===== config.mk =====
export PLATFORM = sky130hd
export DESIGN_NAME = fpp_config_top
export DESIGN_NICKNAME = d
export VERILOG_FILES = /design/src/core/fpp_pkg.sv /design/src/core/fpp_region_decode.sv /design/src/core/fpp_config_top.sv
export VERILOG_INCLUDE_DIRS = /design/src /design/src/core
export SDC_FILE = /design/constraint.sdc
export NUM_CORES = 1
export LEC_CHECK = 0
export ABC_AREA = 1
export BUFFER_PORTS_ARGS = -buffer_cell sky130_fd_sc_hd__buf_2
export CAP_MARGIN = 20
export CELL_PAD_IN_SITES_DETAIL_PLACEMENT = 0
export CELL_PAD_IN_SITES_GLOBAL_PLACEMENT = 1
export CORE_MARGIN = 5
export CORE_UTILIZATION = 33
export DETAILED_ROUTE_END_ITERATION = 16
export GPL_ROUTABILITY_DRIVEN = 0
export HOLD_SLACK_MARGIN = 0.1
export PLACE_DENSITY = 0.8
export SYNTH_ARGS = -nofsm -noshare
export SYNTH_HDL_FRONTEND = slang
export SYNTH_SLANG_ARGS = --single-unit
export TNS_END_PERCENT = 30

===== constraint.sdc =====
create_clock -name aclk -period 2.35 [get_ports aclk]
set_input_delay 0.235 -clock aclk [delete_from_list [all_inputs] [get_ports aclk]]
set_output_delay 0.235 -clock aclk [all_outputs]
set_load 0.02 [all_outputs]

===== src/core/fpp_params.svh =====
// Constants for the flash partition protection configuration block.
`ifndef FPP_PARAMS_SVH
`define FPP_PARAMS_SVH
`define FPP_ADDR_CFG 12'h000
`define FPP_ADDR_CTRL 12'h004
`define FPP_ADDR_STAT 12'h008
`define FPP_ADDR_GUARD 12'h00c
`define FPP_BIT_LVP 13
`define FPP_BIT_SAFWP 11
`define FPP_BIT_CFGWP 9
`define FPP_BIT_BOOTWP 8
`define FPP_BIT_APPWP 7
`define FPP_BIT_STORAGE_AREA_ENABLE_N 4
`define FPP_BIT_BOOTEN 3
`define FPP_CFG_ERASED 14'h3fff
`define FPP_CFG_UNIMPL 14'h1460
`define FPP_WORD_W 14
`define FPP_PROG_MEM_WORDS 16384
`define FPP_SAF_WORDS 128
`define FPP_BOOT_MIN 512
`define FPP_RESP_OKAY 2'b00
`define FPP_RESP_SLVERR 2'b10
`define FPP_RESP_DECERR 2'b11
`endif


===== src/core/fpp_pkg.sv =====
// Types for the flash partition protection configuration block.
package fpp_pkg;
	typedef struct packed {
		logic low_voltage_prog_enable;
		logic storage_area_write_protect;
		logic config_region_write_protect;
		logic boot_region_write_protect;
		logic app_region_write_protect;
		logic storage_area_enable_n;
		logic boot_region_enable_n;
		logic [2:0] boot_region_size_sel;
	} fpp_cfg_type;

	typedef struct packed {
		logic boot_hit;
		logic saf_hit;
		logic cfg_hit;
		logic app_hit;
	} fpp_region_type;

	typedef enum logic [1:0] {
		FPP_IDLE = 2'b00,
		FPP_RESP = 2'b01
	} fpp_bus_state_type;
endpackage


===== src/core/fpp_region_decode.sv =====
// Address to region decoder for program flash self-writes.
`timescale 1ns/10ps
`include "fpp_params.svh"
module fpp_region_decode #(
	parameter int MEM_WORDS = `FPP_PROG_MEM_WORDS
) (
	input wire fpp_pkg::fpp_cfg_type cfg,
	input wire logic is_config_space,
	input wire logic [14:0] addr,
	output fpp_pkg::fpp_region_type region,
	output logic [14:0] boot_words
);
	logic [14:0] sel_words;
	logic [14:0] half_words;

	always_comb begin
		// Size codes below 100 all select the largest boot block.
		case (cfg.boot_region_size_sel)
			3'h7: sel_words = 15'(`FPP_BOOT_MIN);
			3'h6: sel_words = 15'(`FPP_BOOT_MIN * 2);
			3'h5: sel_words = 15'(`FPP_BOOT_MIN * 4);
			3'h4: sel_words = 15'(`FPP_BOOT_MIN * 8);
			default: sel_words = 15'(`FPP_BOOT_MIN * 16);
		endcase
		half_words = 15'(MEM_WORDS / 2);
		if (cfg.boot_region_enable_n) begin
			boot_words = 15'h0000;
		end else if (sel_words > half_words) begin
			boot_words = half_words;
		end else begin
			boot_words = sel_words;
		end
		region.cfg_hit = is_config_space;
		region.boot_hit = !is_config_space && (addr < boot_words);
		// The storage area sits at the top of memory only when it is enabled.
		region.saf_hit = !is_config_space && !cfg.storage_area_enable_n
			&& (addr >= 15'(MEM_WORDS - `FPP_SAF_WORDS)) && (addr < 15'(MEM_WORDS));
		region.app_hit = !is_config_space && !region.boot_hit && !region.saf_hit
			&& (addr < 15'(MEM_WORDS));
	end
endmodule


===== src/core/fpp_config_top.sv =====
// Memory partition configuration word with AXI4-Lite access and write guard.
//
// Overview of operation
// - Low voltage programming enabled makes the shared pin a pure reset input.
// - Low voltage programming disabled allows entry only via high voltage pin level.
// - Clearing low voltage enable is refused while programming over low voltage.
// - Storage area protect, 0 protects, effective only when storage area enabled.
// - Configuration protect bit 0 blocks self-writes to configuration words.
// - Boot protect bit 0 protects boot block, only when boot block enabled.
// - Application protect bit 0 protects the application region.
// - Storage area enable low creates the storage partition.
// - Boot enable high forces boot size to zero.
// - Boot size field matters only while boot block is enabled.
// - Boot size field writable only while boot block is disabled.
// - Protection and enable bits are sticky; only bulk erase or reset releases them.
// - Size codes 111..100 give 512..4096 words; lower codes give 8192.
// - Boot block is clamped to half of user program memory.
// - Protection guards only self-writes from the running program.
//
// The AXI4-Lite interface to the registers and the placing of the registers are this design's own decisions.
`timescale 1ns/10ps
`include "fpp_params.svh"
module fpp_config_top #(
	parameter int MEM_WORDS = `FPP_PROG_MEM_WORDS
) (
	input wire logic aclk,
	input wire logic aresetn,
	input wire logic [11:0] s_axi_awaddr,
	input wire logic s_axi_awvalid,
	output logic s_axi_awready,
	input wire logic [31:0] s_axi_wdata,
	input wire logic [3:0] s_axi_wstrb,
	input wire logic s_axi_wvalid,
	output logic s_axi_wready,
	output logic [1:0] s_axi_bresp,
	output logic s_axi_bvalid,
	input wire logic s_axi_bready,
	input wire logic [11:0] s_axi_araddr,
	input wire logic s_axi_arvalid,
	output logic s_axi_arready,
	output logic [31:0] s_axi_rdata,
	output logic [1:0] s_axi_rresp,
	output logic s_axi_rvalid,
	input wire logic s_axi_rready,
	input wire logic master_clear_pin,
	input wire logic high_voltage_detect,
	input wire logic lvp_entry_request,
	input wire logic master_clear_pin_enable,
	input wire logic self_write_req,
	input wire logic self_write_is_config,
	input wire logic [14:0] self_write_addr,
	output logic self_write_grant,
	output logic self_write_blocked,
	output logic device_reset_req,
	output logic prog_mode_active,
	output fpp_pkg::fpp_cfg_type cfg_out
);
	fpp_pkg::fpp_cfg_type cfg;
	fpp_pkg::fpp_region_type region;
	fpp_pkg::fpp_bus_state_type wstate;
	logic [14:0] boot_words;
	logic [13:0] cfg_word;
	logic [11:0] aw_addr;
	logic aw_held;
	logic [31:0] w_data;
	logic [3:0] w_strb;
	logic w_held;
	logic wr_go;
	logic refused_cnt_inc;
	logic [7:0] refused_cnt;
	logic [1:0] master_clear_pin_sync;
	logic [1:0] hv_sync;
	logic [1:0] lvp_req_sync;
	logic prog_lvp;
	logic prog_hv;
	logic bulk_erase;
	logic wr_fault;

	// Pins from outside pass two flip-flops before use.
	always_ff @(posedge aclk) begin
		if (!aresetn) begin
			master_clear_pin_sync <= 2'h3;
			hv_sync <= 2'h0;
			lvp_req_sync <= 2'h0;
		end else begin
			master_clear_pin_sync <= {master_clear_pin_sync[0], master_clear_pin};
			hv_sync <= {hv_sync[0], high_voltage_detect};
			lvp_req_sync <= {lvp_req_sync[0], lvp_entry_request};
		end
	end

	// Reset function of the shared pin; enable setting is ignored under low voltage mode.
	always_comb begin
		if (cfg.low_voltage_prog_enable) begin
			device_reset_req = !master_clear_pin_sync[1];
		end else begin
			device_reset_req = master_clear_pin_enable && !master_clear_pin_sync[1];
		end
	end

	// Programming entry selection.
	always_ff @(posedge aclk) begin
		if (!aresetn) begin
			prog_lvp <= 1'b0;
			prog_hv <= 1'b0;
		end else begin
			prog_lvp <= cfg.low_voltage_prog_enable && lvp_req_sync[1];
			prog_hv <= hv_sync[1];
		end
	end
	assign prog_mode_active = prog_lvp || prog_hv;

	// AXI write channel capture, address and data in either order.
	always_ff @(posedge aclk) begin
		if (!aresetn) begin
			aw_held <= 1'b0;
			w_held <= 1'b0;
			aw_addr <= 12'h000;
			w_data <= 32'h00000000;
			w_strb <= 4'h0;
		end else begin
			if (s_axi_awvalid && s_axi_awready) begin
				aw_held <= 1'b1;
				aw_addr <= s_axi_awaddr;
			end else if (wr_go) begin
				aw_held <= 1'b0;
			end
			if (s_axi_wvalid && s_axi_wready) begin
				w_held <= 1'b1;
				w_data <= s_axi_wdata;
				w_strb <= s_axi_wstrb;
			end else if (wr_go) begin
				w_held <= 1'b0;
			end
		end
	end
	assign s_axi_awready = !aw_held && (wstate == fpp_pkg::FPP_IDLE);
	assign s_axi_wready = !w_held && (wstate == fpp_pkg::FPP_IDLE);
	assign wr_go = aw_held && w_held && (wstate == fpp_pkg::FPP_IDLE);
	assign bulk_erase = wr_go && aw_addr == `FPP_ADDR_CTRL && w_strb[0] && w_data[0];

	// Configuration word update with sticky protection.
	always_ff @(posedge aclk) begin
		if (!aresetn) begin
			cfg <= fpp_pkg::fpp_cfg_type'(10'h3ff);
			wr_fault <= 1'b0;
		end else if (bulk_erase) begin
			cfg <= fpp_pkg::fpp_cfg_type'(10'h3ff);
			wr_fault <= 1'b0;
		end else if (wr_go && aw_addr == `FPP_ADDR_CFG && w_strb[1:0] == 2'h3) begin
			// Zeros may be written, ones only by bulk erase; the size field takes any value while boot is disabled.
			cfg.storage_area_write_protect <= cfg.storage_area_write_protect
				& w_data[`FPP_BIT_SAFWP];
			cfg.config_region_write_protect <= cfg.config_region_write_protect
				& w_data[`FPP_BIT_CFGWP];
			cfg.boot_region_write_protect <= cfg.boot_region_write_protect
				& w_data[`FPP_BIT_BOOTWP];
			cfg.app_region_write_protect <= cfg.app_region_write_protect
				& w_data[`FPP_BIT_APPWP];
			cfg.storage_area_enable_n <= cfg.storage_area_enable_n & w_data[`FPP_BIT_STORAGE_AREA_ENABLE_N];
			cfg.boot_region_enable_n <= cfg.boot_region_enable_n & w_data[`FPP_BIT_BOOTEN];
			if (cfg.boot_region_enable_n) begin
				cfg.boot_region_size_sel <= w_data[2:0];
			end
			if (prog_lvp && !w_data[`FPP_BIT_LVP]) begin
				wr_fault <= 1'b1;
			end else begin
				cfg.low_voltage_prog_enable <= cfg.low_voltage_prog_enable
					& w_data[`FPP_BIT_LVP];
			end
		end
	end
	assign cfg_out = cfg;

	always_comb begin
		cfg_word = `FPP_CFG_UNIMPL | 14'(1 << `FPP_BIT_LVP);
		cfg_word[`FPP_BIT_LVP] = cfg.low_voltage_prog_enable;
		cfg_word[`FPP_BIT_SAFWP] = cfg.storage_area_write_protect;
		cfg_word[`FPP_BIT_CFGWP] = cfg.config_region_write_protect;
		cfg_word[`FPP_BIT_BOOTWP] = cfg.boot_region_write_protect;
		cfg_word[`FPP_BIT_APPWP] = cfg.app_region_write_protect;
		cfg_word[`FPP_BIT_STORAGE_AREA_ENABLE_N] = cfg.storage_area_enable_n;
		cfg_word[`FPP_BIT_BOOTEN] = cfg.boot_region_enable_n;
		cfg_word[2:0] = cfg.boot_region_size_sel;
	end

	fpp_region_decode #(
		.MEM_WORDS(MEM_WORDS)
	) u_decode (
		.cfg(cfg),
		.is_config_space(self_write_is_config),
		.addr(self_write_addr),
		.region(region),
		.boot_words(boot_words)
	);

	// Self-write guard; external programming paths never consult it.
	always_comb begin
		self_write_blocked = 1'b0;
		if (self_write_req && !prog_mode_active) begin
			self_write_blocked =
				(region.saf_hit && !cfg.storage_area_write_protect)
				|| (region.cfg_hit && !cfg.config_region_write_protect)
				|| (region.boot_hit && !cfg.boot_region_write_protect)
				|| (region.app_hit && !cfg.app_region_write_protect)
				|| (!region.cfg_hit && !region.saf_hit && !region.boot_hit
					&& !region.app_hit);
		end
	end
	assign self_write_grant = self_write_req && !self_write_blocked;

	always_ff @(posedge aclk) begin
		if (!aresetn) begin
			refused_cnt <= 8'h00;
		end else if (bulk_erase) begin
			refused_cnt <= 8'h00;
		end else if (refused_cnt_inc && refused_cnt != 8'hff) begin
			refused_cnt <= refused_cnt + 8'h01;
		end
	end
	assign refused_cnt_inc = self_write_blocked;

	// Write response.
	always_ff @(posedge aclk) begin
		if (!aresetn) begin
			wstate <= fpp_pkg::FPP_IDLE;
			s_axi_bvalid <= 1'b0;
			s_axi_bresp <= `FPP_RESP_OKAY;
		end else begin
			case (wstate)
				fpp_pkg::FPP_IDLE: begin
					if (wr_go) begin
						wstate <= fpp_pkg::FPP_RESP;
						s_axi_bvalid <= 1'b1;
						if (aw_addr == `FPP_ADDR_CFG || aw_addr == `FPP_ADDR_CTRL) begin
							s_axi_bresp <= `FPP_RESP_OKAY;
						end else if (aw_addr == `FPP_ADDR_STAT
							|| aw_addr == `FPP_ADDR_GUARD) begin
							s_axi_bresp <= `FPP_RESP_SLVERR;
						end else begin
							s_axi_bresp <= `FPP_RESP_DECERR;
						end
					end
				end
				fpp_pkg::FPP_RESP: begin
					if (s_axi_bready) begin
						wstate <= fpp_pkg::FPP_IDLE;
						s_axi_bvalid <= 1'b0;
					end
				end
				default: begin
					wstate <= fpp_pkg::FPP_IDLE;
					s_axi_bvalid <= 1'b0;
				end
			endcase
		end
	end

	// Read channel, one cycle to answer.
	assign s_axi_arready = !s_axi_rvalid;
	always_ff @(posedge aclk) begin
		if (!aresetn) begin
			s_axi_rvalid <= 1'b0;
			s_axi_rdata <= 32'h00000000;
			s_axi_rresp <= `FPP_RESP_OKAY;
		end else if (s_axi_arvalid && s_axi_arready) begin
			s_axi_rvalid <= 1'b1;
			s_axi_rresp <= `FPP_RESP_OKAY;
			case (s_axi_araddr)
				`FPP_ADDR_CFG: s_axi_rdata <= {18'h00000, cfg_word};
				`FPP_ADDR_CTRL: s_axi_rdata <= 32'h00000000;
				`FPP_ADDR_STAT: s_axi_rdata <= {28'h0000000, wr_fault, prog_hv, prog_lvp,
					device_reset_req};
				`FPP_ADDR_GUARD: s_axi_rdata <= {9'h000, refused_cnt, boot_words};
				default: begin
					s_axi_rdata <= 32'h00000000;
					s_axi_rresp <= `FPP_RESP_DECERR;
				end
			endcase
		end else if (s_axi_rvalid && s_axi_rready) begin
			s_axi_rvalid <= 1'b0;
		end
	end

	// Application protect never rises except through bulk erase or reset.
	chk_sticky_protect: assert property (@(posedge aclk) disable iff (!aresetn)
		$rose(cfg.app_region_write_protect) |-> $past(bulk_erase) || !$past(aresetn))
		else $error("Application protect released without bulk erase.");
	chk_lvp_hold: assert property (@(posedge aclk) disable iff (!aresetn)
		$fell(cfg.low_voltage_prog_enable) |-> !$past(prog_lvp))
		else $error("Low voltage enable cleared during low voltage programming.");
	chk_size_lock: assert property (@(posedge aclk) disable iff (!aresetn)
		!cfg.boot_region_enable_n && !$past(bulk_erase) && $past(!cfg.boot_region_enable_n)
		|-> $stable(cfg.boot_region_size_sel))
		else $error("Boot size changed while boot block enabled.");
	chk_boot_zero: assert property (@(posedge aclk) disable iff (!aresetn)
		cfg.boot_region_enable_n |-> boot_words == 15'h0000)
		else $error("Boot size not zero while boot block disabled.");
	chk_boot_clamp: assert property (@(posedge aclk) disable iff (!aresetn)
		boot_words <= 15'(MEM_WORDS / 2))
		else $error("Boot block exceeds half of memory.");
	chk_app_block: assert property (@(posedge aclk) disable iff (!aresetn)
		self_write_req && !prog_mode_active && region.app_hit
		&& !cfg.app_region_write_protect |-> !self_write_grant)
		else $error("Write to protected application region granted.");
	chk_cfg_block: assert property (@(posedge aclk) disable iff (!aresetn)
		self_write_req && !prog_mode_active && self_write_is_config
		&& !cfg.config_region_write_protect |-> self_write_blocked)
		else $error("Write to protected configuration granted.");
	chk_reset_pin: assert property (@(posedge aclk) disable iff (!aresetn)
		cfg.low_voltage_prog_enable && !$past(master_clear_pin, 2) |-> device_reset_req)
		else $error("Shared pin did not reset under low voltage mode.");
	chk_hv_entry: assert property (@(posedge aclk) disable iff (!aresetn)
		!cfg.low_voltage_prog_enable ##1 $rose(prog_mode_active) |-> prog_hv)
		else $error("Programming entered without high voltage.");
endmodule


==> results.json, run 1 <==
{
  "outcome": "finished with violations",
  "violations": "negative setup slack",
  "grt_pass1_wl_mm": 15.48,
  "critPathSlowestCell": "dfxtp_2",
  "seq_area_frac_synth_pct": 45.42,
  "grt_use_total_pct": 14.81,
  "r2r_end": "refused_cnt[1]",
  "start_kind": "register",
  "rr_worst_depth": 14,
  "drc": 0,
  "cts_root_buffer": "clkbuf_8",
  "peakVddDrop_mv": 0.2538,
  "hold_depth": 4,
  "cp-startpoint": "cfg_out[2]",
  "cts_sinks": 79,
  "fp.dieW_um": 112.7,
  "async_flop_share_pct": 0,
  "synth_top_flop_cell": "dfxtp_1",
  "swShare_pct": 26.55,
  "core_area_um2": 10320,
  "final_util_pct": 42.59,
  "portBuffers": 101,
  "ys_types": 33,
  "synth_top_area_cell": "dfxtp_1",
  "synthToLayoutAreaGrowth_pct": 26.27,
  "synth.most_common_cell": "nand2_1",
  "hpwl_mm": 7.084,
  "worst_setup_path_end_kind": "output port",
  "clockBufferDepth": 2,
  "pin_count": 143,
  "wirelength_mm": 9.192,
  "synth_top_cell_area_share_pct": 45.42,
  "p_per_area_nw_per_um2": 640.3,
  "rsz0062_at_grt": "yes",
  "synth_edf_count": 0,
  "hp-start": "s_axi_bready",
  "clock_latency_ps": 360,
  "p_switching_w": 0.0007473,
  "pwr-share-seq_pct": 50.6,
  "timing.rr.start": "cfg_out[2]",
  "antennaDiodeCount": 0,
  "finalHoldWorstSlack_ps": 133.7,
  "clock_power_share_pct": 37.5,
  "setup_tns_ps": -6.202,
  "path_common_cell": "nor2_4",
  "cp_max_fo": 4,
  "first_pass_iters": 4,
  "die_h_um": 112.7,
  "crit_chain": "inv_2 > nor2_4 > nand3_2 > ha_4 > a21oi_2 > nor2_1 > nor3_2 > nand2_1 > nand2_2 > nand3_4 > and2_4 > nor2_4 > buf_6",
  "finalHoldViolCount": 0,
  "grt_pass1_vias": 3340,
  "finalSetupViolations": 1,
  "yosys-top-cells-area": "dfxtp_1 (45%), nand2_1 (10%), a21oi_1 (6.5%)",
  "avgSynthCellArea_um2": 7.331,
  "fmaxAchievable_ghz": 0.4244,
  "multi_input_comb_area_um2": 1619,
  "place_worst_setup_slack_ps": 111.8,
  "ant_nets": 0,
  "relSlewSlack_pct": 54.89,
  "regToRegSetupSlack_ps": 330,
  "tightest_slew_ps": 675.9,
  "dieArea_um2": 12710,
  "min_to": "s_axi_bvalid",
  "period_minus_slack_ps": 2356,
  "vias": 3269,
  "syn_inst": 475,
  "layout-drive-gt1-share_pct": 26.15,
  "numCtsBuffers": 9,
  "wl_per_cell_um": 12.75,
  "fin_crit_sh_pct": 100.3,
  "start_util_pct": 33.73,
  "grt_max_degree": 29,
  "hp-class": "in -> reg",
  "rows": 37,
  "nNetsFinal": 673,
  "cp_data_required_time_ps": 2120,
  "regArea_um2": 1584,
  "fin_ws_ps": -6.202,
  "syn-cell-area_um2": 3482,
  "overflow": 0,
  "p_int_w": 0.002068,
  "share_comb_of_total_power_pct": 11.8,
  "crit_type": "reg -> out",
  "cts_tree": "built",
  "finClkSkew_ps": 8.149,
  "leakagePower_nw": 2.012,
  "drv_cap": 0,
  "antenna_found_initial": 0,
  "fillCellCount": 1058,
  "yosys-top-cells-count": "nand2_1 (93), dfxtp_1 (79), nor2_1 (59), inv_1 (49), a21oi_1 (45)",
  "arrival_ps": 2120,
  "path_clk_slew_ps": 80,
  "dr.first_iter.drc_count": 125,
  "ys_ff_latch": 79,
  "report.final.slew_viol_count": 0,
  "htreeDepth": 3,
  "yosys_warnings": 0,
  "critPathMaxStageDelay_ps": 340,
  "totalPowerFinal_w": 0.002815,
  "via_per_inst": 4.534
}
-- sequential cells by signal, summed over array words and instances, names as in the netlist --
register and flops:
aw_held 1, refused_cnt 8, w_held 1, w_strb 2
s_axi_bresp 2, s_axi_bvalid 1, lvp_req_sync 2, w_data 10
aw_addr 12, s_axi_rvalid 1, hv_sync 2, prog_lvp 1
s_axi_rdata 21, wr_fault 1, cfg_out 10, prog_hv 1
master_clear_pin_sync 2, s_axi_rresp 1
-- timing repair --
item / CTS / global route
hold endpoints to repair: 3 / 0
hold buffers: 3 / 0
gates resized for setup: 11 / 1
setup endpoints to repair: 2 / 3
buffers inserted: 4 / 0
pin swaps: 7 / 5
-- metal layers --
layer	vias up	track usage [%]	part of all wire, %
li1	1726	-	-
met1	1460	18.25	45
met2	69	25.08	48
met3	14	3.048	5.3
met4	0	6.250	1.7
met5	-	0	0
-- critical path, delay by kind of cell, from the launching register on --
kind	cells	cell delay [ps]
AND/OR/NAND/NOR	9	920
flip-flops	1	340
adder cells (fa/ha/maj)	1	230
buffers and inverters	2	170
AO/OA/AOI/OAI	1	100
-- cells in the final DEF, fill, tap and decap left out, types with 2 or more instances in the layout --
| cell | instances |
|---|---|
| dfxtp_1 | 77 |
| ha_1 | 4 |
| inv_1 | 48 |
| clkbuf_8 | 11 |
| conb_1 | 10 |
| nor3_2 | 2 |
| nand2_2 | 3 |
| nor2_4 | 2 |
| dlygate4sd3_1 | 3 |
| nand3_1 | 18 |
| o211ai_1 | 4 |
| buf_4 | 9 |
| nor2_2 | 2 |
| nand3_4 | 2 |
| o21ai_0 | 40 |
| nand4_1 | 13 |
| inv_2 | 3 |
| nor3_1 | 8 |
| nor2_1 | 58 |
| dfxtp_2 | 2 |
| or2_2 | 2 |
| buf_6 | 2 |
| buf_2 | 100 |
| xor2_1 | 5 |
| a21oi_1 | 44 |
| nand2_1 | 93 |
| nand3_2 | 5 |
-- layout make-up --
cell class,instances,share of cell area (%)
well taps,136,3.870
clock inverters,4,1.195
multi-input cells,324,36.82
flip-flops and latches,79,36.03
clock buffers,12,3.529
inverters,52,4.439
repair buffers,114,14.11
-- per-stage QoR --
| step | std cells | area [µm²] |
|---|---|---|
| floorplan | 484 | 3525 |
| global placement | 699 | 4086 |
| detailed placement | 699 | 4086 |
| CTS | 721 | 4392 |
| global route | 721 | 4397 |
| finish | 721 | 4397 |
-- power by group through the flow --
stage,logic (W),clock network [W],registers (W)
3_3_place_gp,0.000320,0,0.00146
3_5_place_dp,0.000327,0,0.00146
5_1_grt,0.000379,0.00114,0.00143
4_1_cts,0.000337,0.00108,0.00143
6_report,0.000333,0.00106,0.00143
2_1_floorplan,0.000219,0,0.00146
-- worst max path at each step --
stage | end | slack (ps) | cells past startpoint
after global placement | self_write_grant | 160 | 12
after detailed placement | self_write_grant | 110 | 12
final | self_write_grant | -6 | 13
after floorplan | self_write_grant | 40 | 11
after global routing | self_write_grant | -220 | 13
after CTS | self_write_grant | -120 | 13
-- kinds of logic (layout without fill, tap and decap cells) --
group	count (synthesis)	in the layout	synth area share [%]
DFF	79	79	45.42
other	1	10	0.1077
buffers and inverters	81	182	10.38
AOI/OAI and AO/OA	92	92	13.65
adders and majority gates	5	5	1.797
and+or+nand+nor	212	212	27.38
xor gates and xnor gates	5	5	1.258
No activity file was read; power rests on OpenSTA's default activity.
==> run 2, diff against run 1 <==
--- a/config.mk
+++ b/config.mk
@@ -17,6 +17,7 @@
 export GPL_ROUTABILITY_DRIVEN = 0
 export HOLD_SLACK_MARGIN = 0.1
 export PLACE_DENSITY = 0.8
+export REMOVE_ABC_BUFFERS = 1
 export SYNTH_ARGS = -nofsm -noshare
 export SYNTH_HDL_FRONTEND = slang
 export SYNTH_SLANG_ARGS = --single-unit
==> results.json, run 2 (same netlist as run 1, synthesis figures left out) <==
{
  "worst_setup_path_end_kind": "output port",
  "layout_common_cells": "buf_2 (100), nand2_1 (93), dfxtp_1 (78)",
  "cp_data_required_time_ps": 2120,
  "fp.dieW_um": 112.7,
  "grt_pass1_vias": 3112,
  "rows": 37,
  "numCtsBuffers": 9,
  "grt_use_total_pct": 13.98,
  "relSlewSlack_pct": 55.47,
  "first_pass_iters": 4,
  "antenna_found_initial": 0,
  "cts_root_buffer": "clkbuf_8",
  "crit_chain": "nor2_4 > nand3_2 > ha_4 > a21oi_2 > nor2_1 > nor3_2 > nand2_1 > nand2_2 > nand3_4 > and2_4 > nor2_4 > buf_6",
  "totalPowerFinal_w": 0.002871,
  "finClkSkew_ps": 15.85,
  "regMostFlops": "s_axi_rdata",
  "wirelength_mm": 8.745,
  "tightest_slew_ps": 667.2,
  "cts_sinks": 79,
  "crit_family": "simple AND/OR/NAND/NOR gates",
  "fillCellCount": 1067,
  "violations": "negative setup slack",
  "dieArea_um2": 12710,
  "hp-class": "in -> reg",
  "rsz0062_at_grt": "yes",
  "synthToLayoutAreaGrowth_pct": 26.66,
  "finalHoldWorstSlack_ps": 138.2,
  "largest_reg_flops": 21,
  "crit_type": "reg -> out",
  "core_area_um2": 10320,
  "fin_crit_sh_pct": 100.4,
  "arrival_ps": 2120,
  "largest_registers": "s_axi_rdata (21), aw_addr (12)",
  "leakagePower_nw": 2.021,
  "hpwl_mm": 6.722,
  "vias": 3250,
  "p_per_area_nw_per_um2": 651.0,
  "start_util_pct": 33.73,
  "die_h_um": 112.7,
  "fin_ws_ps": -8.346,
  "via_per_inst": 4.501,
  "finalSetupViolations": 1,
  "peakVddDrop_mv": 0.2476,
  "outcome": "finished with violations",
  "overflow": 0,
  "ant_nets": 0,
  "grt_pass1_wl_mm": 14.52,
  "path_common_cell": "nor2_4",
  "grt_max_degree": 27,
  "finalHoldViolCount": 0,
  "start_kind": "register",
  "antennaDiodeCount": 0,
  "clock_latency_ps": 350,
  "crit_buf_inv": 1,
  "critPathMaxStageDelay_ps": 350,
  "cp_max_fo": 3,
  "pin_count": 143,
  "wl_per_cell_um": 12.11,
  "report.final.slew_viol_count": 0,
  "layout-drive-gt1-share_pct": 25.77,
  "drc": 0,
  "dr.first_iter.drc_count": 141,
  "final_common_cell": "buf_2",
  "critPathSlowestCell": "dfxtp_1",
  "cts_tree": "built",
  "drv_cap": 0,
  "fmaxAchievable_ghz": 0.4240,
  "htreeDepth": 3,
  "nNetsFinal": 674,
  "path_clk_slew_ps": 80,
  "clockBufferDepth": 2,
  "portBuffers": 101,
  "period_minus_slack_ps": 2358
}
==> run 2: changes by cell type in the layout (fill, tap and decap cells not counted) <==
cell | before | now
buf_4 | 9 | 10
bufinv_16 | 1 | 2
clkbuf_8 | 11 | 10
clkinvlp_4 | 0 | 1
dfxtp_1 | 77 | 78
dfxtp_2 | 2 | 1
ha_1 | 4 | 3
ha_2 | 0 | 1
inv_1 | 48 | 49
inv_2 | 3 | 2
inv_6 | 1 | 0
nand3_1 | 18 | 20
nand3_2 | 5 | 3
==> run 2: path summary, 6_finish.rpt <==
| check | slack (ps) | cells after the start | to | start |
|---|---|---|---|---|
| hold / removal | 140 | 3 | w_data[4] | s_axi_wdata[4] |
| hold reg to reg | 420 | 1 | master_clear_pin_sync[1] | master_clear_pin_sync[0] |
| setup / recovery | -8 | 12 | self_write_grant | cfg_out[3] |
| setup reg to reg | 390 | 13 | refused_cnt[0] | cfg_out[3] |
==> run 2: final cells by class <==
type / count / area (µm²) / area share, %
clock buffers: 11 / 141.4 / 3.206
repair buffers: 115 / 628.1 / 14.24
multi-input cells: 324 / 1612 / 36.54
inverters: 52 / 195.2 / 4.426
flip-flops and latches: 79 / 1583 / 35.89
well taps: 136 / 170.2 / 3.858
clock inverters: 5 / 81.33 / 1.844
==> run 2: worst min-delay path, delay by kind of cell <==
kind | cells | cell delay, ps
and+or+nand+nor | 1 | 80
buffers and inverters | 1 | 70
AOI/OAI and AO/OA | 1 | 70
==> run 2: metrics by stage <==
stage                     instance area (µm²)  setup slack [ps]  util (%)  instances  TNS [ps]
final                                    4410            -8.346     42.72        722    -8.346
after detailed placement                 4100             161.4     39.72        702         0
after CTS                                4404            -83.43     42.66        722    -128.6
after global placement                   4100             191.5     39.72        702         0
after floorplan                          3349            -169.4         -        455    -169.4
after global routing                     4410            -147.6     42.72        722    -258.8
==> run 2: routing by layer <==
metal  track usage, %  up-vias  wire, µm
met5                0        -         0
met4            4.808        0        98
met3            3.850        9       615
met2            22.24       86      3963
met1            18.31     1424      4068
li1                 -     1731         -
==> run 2: power by group <==
part | switching [W] | total (W) | internal [W] | leakage [nW]
combinational | 0.000210 | 0.000329 | 0.000118 | 1.27
sequential | 0.0000286 | 0.00142 | 0.00140 | 0.645
clock | 0.000490 | 0.00112 | 0.000628 | 0.110
==> run 2: timing repair <==
action | in CTS | in global routing
buffers inserted | 1 | 0
setup endpoints to repair | 2 | 2
hold endpoints to repair | 3 | 0
gates cloned | 0 | 0
pin swaps | 6 | 5
resized for setup | 10 | 2
hold buffers | 3 | 0
